<file path="src/core/led_status_pkg.sv">
`default_nettype none
package led_status_pkg;
  // timing
  localparam int CLK_HZ = 200_000_000;
  localparam int PWM_HZ = 30_000;
  localparam int PWM_PERIOD_DEF = CLK_HZ / PWM_HZ;
  localparam int PWM_STEPS = 16;
  // bus geometry
  localparam int ADDR_W = 12;
  localparam logic [ADDR_W-1:0] CTRL_OFS = 12'h000;
  localparam logic [ADDR_W-1:0] STATUS_OFS = 12'h004;
  localparam logic [1:0] RESP_OKAY = 2'h0;
  localparam logic [1:0] RESP_SLVERR = 2'h2;
  // control word fields
  localparam int CTRL_MODE = 0;
  localparam int CTRL_FORCEV = 2;
  localparam int CTRL_TYPE = 3;
  localparam int CTRL_SENSE_VM = 4;
  localparam int CTRL_DIM = 5;
  localparam int CTRL_REVIND = 6;
  localparam int CTRL_INDEN = 7;
  localparam int CTRL_LEDCH = 8;
  localparam int CTRL_LEVEL = 12;
  localparam int CTRL_OVC = 16;
  localparam logic [31:0] CTRL_WMASK = 32'h000F_F7FF;
  localparam logic [31:0] CTRL_RESET = 32'h0000_0000;
  // status word fields
  localparam int STAT_PG = 0;
  localparam int STAT_DOWN = 1;
  localparam int STAT_WARN = 2;
  localparam int STAT_HOT = 3;
  localparam int STAT_FAIL = 4;
  localparam int STAT_DIE = 5;
  localparam int STAT_OVPH = 7;
  localparam int STAT_DIM = 8;
  // operating modes
  localparam logic [1:0] MODE_OFF = 2'h0;
  localparam logic [1:0] MODE_TORCH = 2'h1;
  localparam logic [1:0] MODE_FLASH = 2'h2;
  localparam logic [1:0] MODE_VOLT = 2'h3;
  localparam logic [1:0] DIE_TRIPPED = 2'h3;
  localparam logic [3:0] OVP_LOW_MAX = 4'h4;

  // comparator results from the analog side
  typedef struct packed {
    logic vin_ge_vout;
    logic vin_below_hyst;
    logic vout_in_window;
    logic reverse_recycle;
    logic therm_below_warn;
    logic therm_below_hot;
    logic ovp_limit_hit;
    logic vf_below_short;
  } cmp_t;
endpackage
`default_nettype wire

</file>
<file path="src/core/led_status_protection.sv">
// Behaviour
// - voltage mode: enter down mode when vin>=vout
// - leave down mode when vin 200mV below
// - power good only active in voltage mode
// - shutdown: pin grounded (type 0) or open (1)
// - push-pull follows flag; open-drain inverted
// - power good only inside output window
// - power good false when voltage mode off
// - power good false during reverse recycling
// - indicator current set by level code
// - reverse indicator only in shutdown
// - fixed 30kHz pwm from internal clock
// - pwm duty chosen by level code
// - dimming only torch with force bit, enabled leds
// - dimming disables torch watchdog
// - thermistor watched in torch/flash, volt needs enable
// - warm warning below 1.05V, keep running
// - latch overheat below 0.345V while regulating
// - overheat suspends, clears mode, sets die status
// - low ovp threshold for codes up to 0100
// - open led at ovp limit sets failure
// - forward voltage below 1.23V sets failure
// - short limits current to programmed level
`timescale 1ns/1ps
`default_nettype none
module led_status_protection
  import led_status_pkg::*;
#(
  parameter int PWM_PERIOD_CYC = PWM_PERIOD_DEF
) (
  // clock and reset
  input wire logic aclk,
  input wire logic aresetn,
  // axi4-lite write
  input wire logic [ADDR_W-1:0] awaddr,
  input wire logic awvalid,
  output logic awready,
  input wire logic [31:0] wdata,
  input wire logic [3:0] wstrb,
  input wire logic wvalid,
  output logic wready,
  output logic [1:0] bresp,
  output logic bvalid,
  input wire logic bready,
  // axi4-lite read
  input wire logic [ADDR_W-1:0] araddr,
  input wire logic arvalid,
  output logic arready,
  output logic [31:0] rdata,
  output logic [1:0] rresp,
  output logic rvalid,
  input wire logic rready,
  // analog comparator results, asynchronous
  input wire cmp_t cmp_raw,
  // general output pin, open-drain capable
  output logic general_output_pin_out,
  output logic general_output_pin_oe,
  // controls to the analog side
  output logic down_mode_en,
  output logic overvoltage_limit_high,
  output logic indicator_enable,
  output logic [3:0] indicator_level_code,
  output logic reverse_indicator_en,
  output logic [2:0] led_pwm_gate,
  output logic torch_watchdog_disable,
  output logic led_overheat_suspend,
  output logic short_current_limit
);

  localparam logic [12:0] PWM_LAST = 13'(PWM_PERIOD_CYC - 1);
  localparam logic [12:0] PWM_STEP = 13'(PWM_PERIOD_CYC / PWM_STEPS);

  // whole module state
  typedef struct packed {
    cmp_t s1;
    cmp_t s2;
    cmp_t s3;
    cmp_t filt;
    logic [31:0] ctrl;
    logic down;
    logic pg;
    logic warn;
    logic hot;
    logic fail;
    logic [1:0] die;
    logic [12:0] pwm_cnt;
    logic pwm_on;
    logic gpo_out;
    logic gpo_oe;
    logic ind_en;
    logic [3:0] ind_code;
    logic rev_ind;
    logic ovp_high;
    logic [2:0] led_gate;
    logic wd_dis;
    logic short_lim;
    logic awready;
    logic wready;
    logic [ADDR_W-1:0] awaddr;
    logic [31:0] wdata;
    logic [3:0] wstrb;
    logic bvalid;
    logic [1:0] bresp;
    logic arready;
    logic rvalid;
    logic [31:0] rdata;
    logic [1:0] rresp;
  } state_t;

  state_t q;
  state_t n;
  logic [1:0] mode;
  logic force_vm;
  logic vm;
  logic shut;
  logic regl;
  logic therm_on;
  logic dim;
  logic [31:0] be_mask;
  logic [31:0] status_word;
  logic [12:0] duty;

  // byte-lane mask from the held strobes
  genvar g;
  generate
    for (g = 0; g < 4; g++)
    begin : g_lane
      assign be_mask[8*g +: 8] = {8{q.wstrb[g]}};
    end
  endgenerate

  // status word as seen by software
  always_comb
  begin
    status_word = 32'h0000_0000;
    status_word[STAT_PG] = q.pg;
    status_word[STAT_DOWN] = q.down;
    status_word[STAT_WARN] = q.warn;
    status_word[STAT_HOT] = q.hot;
    status_word[STAT_FAIL] = q.fail;
    status_word[STAT_DIE +: 2] = q.die;
    status_word[STAT_OVPH] = q.ovp_high;
    status_word[STAT_DIM] = q.wd_dis;
  end

  // next state
  always_comb
  begin
    n = q;
    // three-stage synchroniser, change accepted when stages 2 and 3 agree
    n.s1 = cmp_raw;
    n.s2 = q.s1;
    n.s3 = q.s2;
    n.filt = cmp_t'((q.s2 & q.s3) | (q.filt & (q.s2 ^ q.s3)));
    // mode decode
    mode = q.ctrl[CTRL_MODE +: 2];
    force_vm = q.ctrl[CTRL_FORCEV];
    vm = (mode == MODE_VOLT) | force_vm;
    shut = (mode == MODE_OFF) & ~force_vm;
    regl = (mode == MODE_TORCH) | (mode == MODE_FLASH);
    therm_on = regl | ((mode == MODE_VOLT) & q.ctrl[CTRL_SENSE_VM]);
    dim = q.ctrl[CTRL_DIM] & (mode == MODE_TORCH) & force_vm;
    duty = 13'(q.ctrl[CTRL_LEVEL +: 4]) * PWM_STEP;

    // down conversion with hysteresis
    if (!vm)
      n.down = 1'b0;
    else if (q.filt.vin_ge_vout)
      n.down = 1'b1;
    else if (q.filt.vin_below_hyst)
      n.down = 1'b0;

    // power good: window, voltage mode, not recycling
    n.pg = vm & q.filt.vout_in_window & ~q.filt.reverse_recycle;

    // output pin drive
    if (shut)
    begin
      n.gpo_out = 1'b0;
      n.gpo_oe = ~q.ctrl[CTRL_TYPE];
    end
    else if (!q.ctrl[CTRL_TYPE])
    begin
      n.gpo_out = q.pg;
      n.gpo_oe = 1'b1;
    end
    else
    begin
      n.gpo_out = 1'b0;
      n.gpo_oe = q.pg;
    end

    // dedicated indicator
    n.ind_code = q.ctrl[CTRL_LEVEL +: 4];
    n.ind_en = q.ctrl[CTRL_INDEN] & ~dim;
    n.rev_ind = q.ctrl[CTRL_REVIND] & shut;

    // pwm dimming timebase
    if (!dim || q.pwm_cnt == PWM_LAST)
      n.pwm_cnt = 13'h0000;
    else
      n.pwm_cnt = q.pwm_cnt + 13'h0001;
    n.pwm_on = dim & (q.pwm_cnt < duty);
    n.led_gate = q.ctrl[CTRL_LEDCH +: 3] & (dim ? {3{q.pwm_on}} : 3'h7);
    n.wd_dis = dim;

    // protection levels
    n.warn = therm_on & q.filt.therm_below_warn;
    n.ovp_high = q.ctrl[CTRL_OVC +: 4] > OVP_LOW_MAX;
    n.short_lim = regl & q.filt.vf_below_short;

    // axi write address and data, either order
    if (awvalid && q.awready)
    begin
      n.awready = 1'b0;
      n.awaddr = awaddr;
    end
    if (wvalid && q.wready)
    begin
      n.wready = 1'b0;
      n.wdata = wdata;
      n.wstrb = wstrb;
    end
    if (!q.awready && !q.wready && !q.bvalid)
    begin
      n.bvalid = 1'b1;
      if (q.awaddr[ADDR_W-1:2] == CTRL_OFS[ADDR_W-1:2])
      begin
        n.ctrl = (q.ctrl & ~be_mask) | (q.wdata & be_mask & CTRL_WMASK);
        n.bresp = RESP_OKAY;
      end
      else if (q.awaddr[ADDR_W-1:2] == STATUS_OFS[ADDR_W-1:2])
        n.bresp = RESP_OKAY;
      else
        n.bresp = RESP_SLVERR;
    end
    if (q.bvalid && bready)
    begin
      n.bvalid = 1'b0;
      n.awready = 1'b1;
      n.wready = 1'b1;
    end

    // axi read; status read clears the fault latches
    if (arvalid && q.arready)
    begin
      n.arready = 1'b0;
      n.rvalid = 1'b1;
      n.rresp = RESP_OKAY;
      if (araddr[ADDR_W-1:2] == CTRL_OFS[ADDR_W-1:2])
        n.rdata = q.ctrl;
      else if (araddr[ADDR_W-1:2] == STATUS_OFS[ADDR_W-1:2])
      begin
        n.rdata = status_word;
        n.hot = 1'b0;
        n.fail = 1'b0;
        n.die = 2'h0;
      end
      else
      begin
        n.rdata = 32'h0000_0000;
        n.rresp = RESP_SLVERR;
      end
    end
    if (q.rvalid && rready)
    begin
      n.rvalid = 1'b0;
      n.arready = 1'b1;
    end

    // fault sets come last so they win over clears and writes
    if (regl && q.filt.therm_below_hot)
    begin
      n.hot = 1'b1;
      n.die = DIE_TRIPPED;
      n.ctrl[CTRL_MODE +: 2] = MODE_OFF;
    end
    if (regl && (q.filt.ovp_limit_hit || q.filt.vf_below_short))
      n.fail = 1'b1;
  end

  // state register
  always_ff @(posedge aclk)
  begin
    if (!aresetn)
    begin
      q <= '0;
      q.ctrl <= CTRL_RESET;
      q.awready <= 1'b1;
      q.wready <= 1'b1;
      q.arready <= 1'b1;
    end
    else
      q <= n;
  end

  // outputs straight from the state register
  assign awready = q.awready;
  assign wready = q.wready;
  assign bresp = q.bresp;
  assign bvalid = q.bvalid;
  assign arready = q.arready;
  assign rdata = q.rdata;
  assign rresp = q.rresp;
  assign rvalid = q.rvalid;
  assign general_output_pin_out = q.gpo_out;
  assign general_output_pin_oe = q.gpo_oe;
  assign down_mode_en = q.down;
  assign overvoltage_limit_high = q.ovp_high;
  assign indicator_enable = q.ind_en;
  assign indicator_level_code = q.ind_code;
  assign reverse_indicator_en = q.rev_ind;
  assign led_pwm_gate = q.led_gate;
  assign torch_watchdog_disable = q.wd_dis;
  assign led_overheat_suspend = q.hot;
  assign short_current_limit = q.short_lim;
endmodule
`default_nettype wire

</file>
<file path="config.mk">
export PLATFORM = sky130hd
export DESIGN_NAME = led_status_protection
export DESIGN_NICKNAME = d
export VERILOG_FILES = /design/src/core/led_status_pkg.sv /design/src/core/led_status_protection.sv
export SDC_FILE = /design/constraint.sdc
export NUM_CORES = 1
export LEC_CHECK = 0
export ABC_CLOCK_PERIOD_IN_PS = 3000
export BUFFER_PORTS_ARGS = -buffer_cell sky130_fd_sc_hd__buf_4
export CORE_ASPECT_RATIO = 1.5
export CORE_UTILIZATION = 40
export DETAILED_ROUTE_END_ITERATION = 12
export PLACE_DENSITY = 0.65
export SLEW_MARGIN = 20
export SYNTH_ARGS = -nofsm -noshare
export SYNTH_HDL_FRONTEND = slang
export SYNTH_SLANG_ARGS = --single-unit
export TNS_END_PERCENT = 10
</file>
<file path="constraint.sdc">
create_clock -name aclk -period 3 [get_ports aclk]
set_input_delay 0 -clock aclk [delete_from_list [all_inputs] [get_ports aclk]]
set_output_delay 0 -clock aclk [all_outputs]
set_load 0.02 [all_outputs]
</file>
======== Yosys cells after proc, flatten, opt, wreduce, memory -nomap -nowiden ========
Index checks and enable logic that the tools add are counted.
operators by class
  equality and inequality tests ........... 8
  $mul .................................... 1
  reductions and logical operators ........ 32
  shift operators ......................... 0
  div/mod/pow operators ................... 0
  muxes and demuxes ....................... 17
  bitwise logic cells ..................... 28
  add/sub/neg operators ................... 1
  order comparisons ....................... 2
operators by type and width
  operator                                                            count
  32-bit AND                                                          1
  32-bit 2-to-1 mux                                                   1
  32-bit NOT                                                          1
  32-bit by 20-bit OR with 32-bit output                              1
  20-bit AND                                                          1
  10-bit by 1-bit == test with 1-bit output, second input constant    2
  10-bit zero test                                                    2
  8-bit AND                                                           2
  13-bit by 1-bit adder with 13-bit output, second input constant     1
  13-bit == test, second input constant                               1
  13-bit < comparator                                                 1
  4-bit 2-to-1 mux                                                    3
  1-bit AND                                                           11
  2-bit 2-to-1 mux                                                    5
  2-bit nonzero test                                                  5
  1-bit logical AND                                                   9
  9-bit 2-to-1 mux                                                    1
  4-bit by 4-bit multiplier with 8-bit output, second input constant  1
  8-bit OR                                                            1
  2-bit OR reduction                                                  4
  8-bit XOR                                                           1
  1-bit 2-to-1 mux                                                    6
  3-bit AND reduction                                                 2
  1-bit NOT                                                           5
  other kinds (12)                                                    21
word-level totals
  memories ................................ 0
  bits in read-only memories .............. 0
  bits in registers ....................... 176
  output and inout bits ................... 57
  bits of input ports ..................... 75
  latch bits .............................. 0
  RAM bits ................................ 0

======== Logic depth before layout (Yosys ltp) ========
Gate-level depths: netlist of run 1.
  word-level depth ........................ 6
  gate-level depth with buffers ........... 12
  depth with buffers taken out ............ 12

======== Least setup slack after synthesis of run 1 ========
OpenSTA, ideal clock, no wires.
  path kind ............................... register to register
  start point ............................. register with a tool-made name
  end point ............................... register q[103] in the netlist's numbering
  data arrival time ....................... 2565 ps
  slack ................................... 321 ps
  path buffers ............................ 0
  clock period less this slack ............ 2679 ps
  stages on the path, launching flop included .. 12
  cell sequence ........................... dfxtp_1 -> ha_1 -> ha_1 -> ha_1 -> fa_1 -> a21o_1 -> a21oi_1 -> xor2_1 -> ha_1 -> and4_1 -> o21ai_0 -> o21a_1
RTL lines
  item                    RTL line                      source
  end signal: assignment  led_status_protection.sv:294  q <= n;
  end: declaration        led_status_protection.sv:110  state_t q;

==> key figures, run 1 <==
Outcome
  – Status: complete, no violations

GRT
  – Largest net degree at the start of global routing: 46
  – Remaining global-route overflow: 0
  – Vias in the first global route: approximately 4,800
  – Global-route wire length before repair: between 20,000 and 25,000 um
  – Antenna violations before repair: 0
  – Tot GR Track Use: 17.0%

Clock network
  – Worst-skew pair later-pin latency: 410 ps
  – H-Tree Depth: 4
  – Clock Root Buffer: clkbuf_16
  – Bufs on Longest Clock Path: 2
  – CTS tree: built
  – Sink Count: 169
  – Reg clk slew, reported paths: 70 ps
  – Inserted Clock Buffers: 17

STA
  – Unrepaired setup endpoints after global routing: false
  – Fin Setup TNS: 0 ps
  – Crit share post-route: 95.1%
  – Fin crit period: roughly 2900 ps
  – Max-slew violations: 0
  – Final Setup Violations: 0
  – Final Hold Viols: 0
  – Layout Skew: around 8.4 ps
  – Worst hold slack: ~54 ps
  – Achievable Freq: 351 MHz
  – Worst-Margin Slew: between 800 and 900 ps
  – Slew HR: 40.3%

Routing
  – Drt total wl: about 14,000 um
  – DRT Pass-1 Iters: 4
  – Initial detailed-routing violation count: 210
  – Routed Antenna Nets: 0
  – Vias per inst: 4.79
  – DRC Markers: 0
  – Via count: 4,859
  – Routed len/inst: approximately 14 um

Die
  – Rows: 57
  – Starting density of the core: 41.1%
  – Die X-Extent: 108 um
  – IO Pins: 132
  – Core area: about 16,000 sq um
  – Die area: 17,300 sq um
  – Die Ht: 161 um

Critical path
  – Critical path arrival: roughly 3200 ps
  – CP max stage delay: 360 ps
  – Worst Path Required: between 3000 and 4000 ps
  – Crit path cell chain: ha_1 > ha_1 > ha_1 > fa_2 > a21o_1 > a21oi_1 > xor2_1 > ha_1 > and4_1 > o21ai_0 > o21a_1
  – CP top delay family: adder cells
  – Worst setup path class: reg -> reg
  – Worst path bufs/invs: 0
  – RR Endpoint: q[103]
  – CP max FO: 6
  – Reg2reg path depth: 11
  – CP dominant cell by count: ha_1
  – CP max-delay cell: fa_2
  – R2R setup slack: 150 ps
  – CP Capture Type: register
  – Worst Setup Start Kind: register

Final layout
  – Leading cell type in the layout, fill and taps excluded: dfxtp_1
  – Fin nets: 904
  – Share of layout cells above drive strength 1: 19.2%
  – Most frequent cells in the layout: dfxtp_1 (167), buf_4 (115), nand2_1 (87)
  – Synth-to-Final Area Change: 26.7%
  – ANT cells: 0

Placed design
  – Hpwl dp: 10,100 um
  – IO Port Bufs: ~110
  – Routability Congestion: 0.758

Yosys
  – Cell Area, Synth: 6720 sq um
  – Post-synth top flop: dfxtp_1
  – Syn_area_per_cell: 9.85 sq um
  – Count of cell types in the netlist: 42
  – Synthesis Warnings: 0
  – Gate Count Post-Synth: about 700
  – #FFs+latches synth: 169
  – Post-synth ARST share: 0%
  – Seq/Total Area, Yosys: between 50 and 60%
  – Post-synth EDFFs: 0

Power and ir drop
  – Leak: ~3.7 nW
  – Maximum VDD drop: 0.355 mV
  – Power Density: 561 nW/um^2

Min path
  – Worst hold start: aresetn
  – Hold Path Cell Cnt: 2
  – Hold Crit Class: in -> reg
  – Worst Hold Path EP: rdata[31]

Job
  – Max Cap Viol: 0
[cells in the mapped netlist (12+ instances only)]
master	instances	area, sq um
inv_1	23	86.3
a21boi_0	35	263
and2_1	32	200
buf_4	43	323
mux2i_1	26	260
a22o_1	14	123
o21ai_0	17	85.1
clkbuf_1	24	90.1
nor2b_1	38	238
nor2_1	25	93.8
a21oi_1	13	65.1
nand2_1	87	327
and3_1	16	100
ha_1	32	400
a22oi_1	12	90.1
dfxtp_1	169	3380
[repair_timing]
| item | 4_1_cts | 5_1_grt |
|---|---|---|
| endpoints found under the setup margin | 0 | 1 |
| hold buffers | 50 | 0 |
| hold endpoints to repair | 49 | 0 |
| gates resized for setup | 0 | 3 |
| buffers inserted | 0 | 0 |
[final cells by class]
| class | instances | area (sq um) |
|---|---|---|
| Clock buffer | 19 | 433 |
| Timing Repair Buffer | 165 | 1360 |
| Clock inverter | 13 | 158 |
| Inverter | 23 | 86.3 |
| Tap cell | 206 | 258 |
| Fill cell | 1464 | 7830 |
| Sequential cell | 169 | 3390 |
| Multi-Input combinational cell | 420 | 2820 |
[per-stage QoR]
stage	power, mW	util, %	instances	setup slack [ps]	instance area (sq um)
3_5_place_dp	2.60	45.4	933	57.1	7410
2_1_floorplan	2.50	-	683	321	6720
3_3_place_gp	2.59	45.4	933	207	7410
6_report	4.77	52.1	1015	148	8510
5_1_grt	4.94	52.1	1015	23.2	8510
4_1_cts	4.81	52.1	1015	29.1	8500
[cells by family after synthesis]
logic type      count (synthesis)  synth area share, %
xor+xnor                       14                 1.83
simple gates                  240                 19.0
other cells                     1               0.0558
buf+inv                        94                 7.69
fa+ha+maj                      33                 6.26
flops                         169                 50.4
compound gates                105                 10.9
mux                            26                 3.87
[routing by layer]
layer	wire, um	part of all wire (%)	track usage (%)
met2	7170	51	29.7
met1	6320	45	20.7
met3	434	3.1	2.92
met5	0	0	0
met4	219	1.5	5.98
[power by group]
part           total (mW)  switching, mW  internal (mW)
Sequential           2.32         0.0284           2.29
Combinational       0.282          0.128          0.154
Clock                2.17          0.918           1.25
Total                4.77           1.07           3.70
[worst max path at each step]
stage / startpoint / end / slack, ps / cells after the start
floorplan: register / q[103] / 320 / 11
global placement: register / q[103] / 210 / 11
detailed placement: register / q[103] / 60 / 11
CTS: register / q[103] / 30 / 11
global route: register / q[103] / 20 / 11
finish: register / q[103] / 150 / 11
Note: power is estimated with default switching activity, not from simulation.
==> inputs of run 2 (changes only) <==
--- a/config.mk
+++ b/config.mk
@@ -8,9 +8,12 @@
 export ABC_CLOCK_PERIOD_IN_PS = 3000
 export BUFFER_PORTS_ARGS = -buffer_cell sky130_fd_sc_hd__buf_4
 export CORE_ASPECT_RATIO = 1.5
+export CORE_MARGIN = 2
 export CORE_UTILIZATION = 40
+export CTS_CLUSTER_SIZE = 10
 export DETAILED_ROUTE_END_ITERATION = 12
 export PLACE_DENSITY = 0.65
+export RECOVER_POWER = 50
 export SLEW_MARGIN = 20
 export SYNTH_ARGS = -nofsm -noshare
 export SYNTH_HDL_FRONTEND = slang
==> key figures, run 2 (same netlist as run 1, synthesis figures left out) <==
STA
  – Fin crit period: 2840 ps (-10.9 ps)
  – Setup ws final: 159 ps (+10.9 ps)
  – Crit share post-route: 94.7% (-0.36 points)
  – Unrepaired setup endpoints after global routing: false
  – Fin Setup TNS: 0 ps (unchanged)
  – Max-slew violations: 0 (unchanged)
  – Achievable Freq: 352 MHz (+0.38%)
  – Final Setup Violations: 0 (unchanged)
  – Layout Skew: 9.46 ps (+1.10 ps)
  – Slew HR: 25.7% (-15 points)
  – Final Hold Viols: 0 (unchanged)
  – Worst-Margin Slew: 1110 ps (+219 ps)

Critical path
  – CP Capture Type: register
  – Worst setup path class: reg -> reg
  – Reg2reg path depth: 11 (unchanged)
  – Worst Path Required: 3310 ps (about the same)
  – Critical path arrival: 3160 ps (about the same)
  – CP max FO: 6 (unchanged)
  – R2R setup slack: 160 ps (about the same)
  – Worst Setup Start Kind: register
  – RR Endpoint: q[103]

Clock network
  – H-Tree Depth: 4 (unchanged)
  – Worst-skew pair later-pin latency: 420 ps (about the same)
  – Sink Count: 169 (unchanged)
  – Reg clk slew, reported paths: 60 ps (about the same)
  – CTS tree: built
  – Post-CTS Repair Setup Buffers: 0 (unchanged)
  – Inserted Clock Buffers: 17 (unchanged)
  – Clock Root Buffer: clkbuf_16
  – Bufs on Longest Clock Path: 2 (unchanged)

Power and ir drop
  – Logic pwr share: 5.6% (-0.3 points)
  – Clock Power Share: 46.8% (+1.3 points)
  – Maximum VDD drop: 0.359 mV (+1.1%)
  – Power Density: 586 nW/um^2 (+4.6%)
  – Leak: 3.50 nW (-5.9%)
  – Switching Power: 1.09 mW (+1.3%)
  – Net Sw Frac: 22.3% (-0.23 points)
  – P_int: 3.79 mW (+2.6%)
  – Reg power frac: 47.5% (-1.1 points)

Die
  – Starting density of the core: 40.4% (-0.71 points)
  – Rows: 58 (+1.8%)
  – Die X-Extent: 110 um (+1.9%)
  – Die area: 17,900 sq um (+3.1%)
  – Die Ht: 163 um (+1.2%)
  – Core area: 16,600 sq um (+1.8%)
  – IO Pins: 132 (unchanged)

Final layout
  – # fillers: 1,577 (+7.7%)
  – Most frequent cells in the layout: dfxtp_1 (167), nand2_1 (87), buf_4 (57)
  – Leading cell type in the layout, fill and taps excluded: dfxtp_1
  – Register area: 3390 sq um (unchanged)
  – Final core utilization: 50.1% (-2.0 points)
  – Fin cells: 1,018 (+0.30%)
  – Multi-input gate area in the final layout: 2820 sq um (about the same)
  – Synth-to-Final Area Change: 23.9%
  – Fin nets: 903 (-0.11%)
  – ANT cells: 0 (unchanged)
  – Share of layout cells above drive strength 1: 12.4% (-6.8 points)

Placed design
  – Pre-CTS WS: 114 ps (+57.3 ps)
  – Placed cell count: 936 (+0.32%)
  – Hpwl dp: 10,000 um (-0.11%)
  – IO Port Bufs: 112 (unchanged)
  – Routability Congestion: 0.795 (+4.9%)

Job
  – Max Cap Viol: 0 (unchanged)

GRT
  – Antenna violations before repair: 0 (unchanged)
  – Vias in the first global route: 4,769 (-0.19%)
  – Remaining global-route overflow: 0 (unchanged)
  – Global-route wire length before repair: 22,900 um (-1.7%)
  – Largest net degree at the start of global routing: 74 (+61%)
  – Tot GR Track Use: 16.3% (-0.72 points)

Routing
  – DRT Pass-1 Iters: 5 (+1)
  – Routed Antenna Nets: 0 (unchanged)
  – Drt total wl: 14,400 um (+2.0%)
  – DRC Markers: 0 (unchanged)
  – Routed len/inst: 14.2 um (+1.7%)
  – Vias per inst: 4.80 (+0.24%)
  – Routed length on met2: 7180 um (+0.13%)
  – Initial detailed-routing violation count: 235 (+12%)
  – WL met3: 565 um (+30%)
  – Via count: 4,885 (+0.54%)
  – Met1 WL: 6440 um (+1.9%)
  – Top layer in use: met4

Min path
  – Worst Hold Path EP: q[117]
  – Hold Path Cell Cnt: 4 (+2)
  – Hold Crit Class: in -> reg
  – Worst hold start: araddr[7]

Outcome
  – Status: complete, no violations
## run 2: stage by stage
step / cell area, sq um / hold slack (ps) / power (mW)
2_1_floorplan: 6720 / 100 / 2.50
3_5_place_dp: 7410 / 212 / 2.60
4_1_cts: 8530 / 61.7 / 4.94
6_report: 8320 / 190 / 4.88
5_1_grt: 8320 / 207 / 5.04
3_3_place_gp: 7410 / 207 / 2.59
## run 2: metal layers
metal | global-route usage [%] | vias up
li1 | - | 2476
met1 | 19.8 | 2287
met2 | 28.4 | 108
met3 | 3.12 | 14
met4 | 5.41 | 0
met5 | 0 | -
## run 2: how the worst max path moves through the flow
stage,startpoint,to,slack [ps],cells past startpoint
after global placement,register,q[103],200,11
after CTS,register,q[103],90,11
final,register,q[103],160,11
after detailed placement,register,q[103],110,11
after floorplan,register,q[103],320,11
after global routing,register,q[103],10,10
## run 2: power by group through the flow
| stage | registers [mW] | clock network [mW] | logic [mW] |
|---|---|---|---|
| after floorplan | 2.37 | 0 | 0.128 |
| after global placement | 2.37 | 0 | 0.226 |
| after detailed placement | 2.37 | 0 | 0.230 |
| after CTS | 2.32 | 2.33 | 0.284 |
| after global routing | 2.32 | 2.41 | 0.306 |
| final | 2.32 | 2.28 | 0.275 |
## run 2: critical path: stages (launching register included)
cell and delay, ps:
dfxtp_2 350, ha_1 300, ha_1 280, ha_1 230, fa_1 420, a21o_1 180, a21oi_1 160, xor2_1 100
ha_1 290, and4_1 180, o21ai_0 80, o21a_1 170
## run 2: repair_timing
item / 4_1_cts / 5_1_grt
endpoints found under the setup margin: 0 / 1
resized for setup: 0 / 2
hold buffers: 50 / 0
endpoints found under the hold margin: 49 / 0
## run 2: layout make-up
class	count	share of cell area (%)
Sequential cell	169	40.7
Clock inverter	14	2.20
Clock buffer	18	5.28
Inverter	23	1.04
Multi-Input combinational cell	420	33.9
Tap cell	210	3.16
Timing Repair Buffer	164	13.8
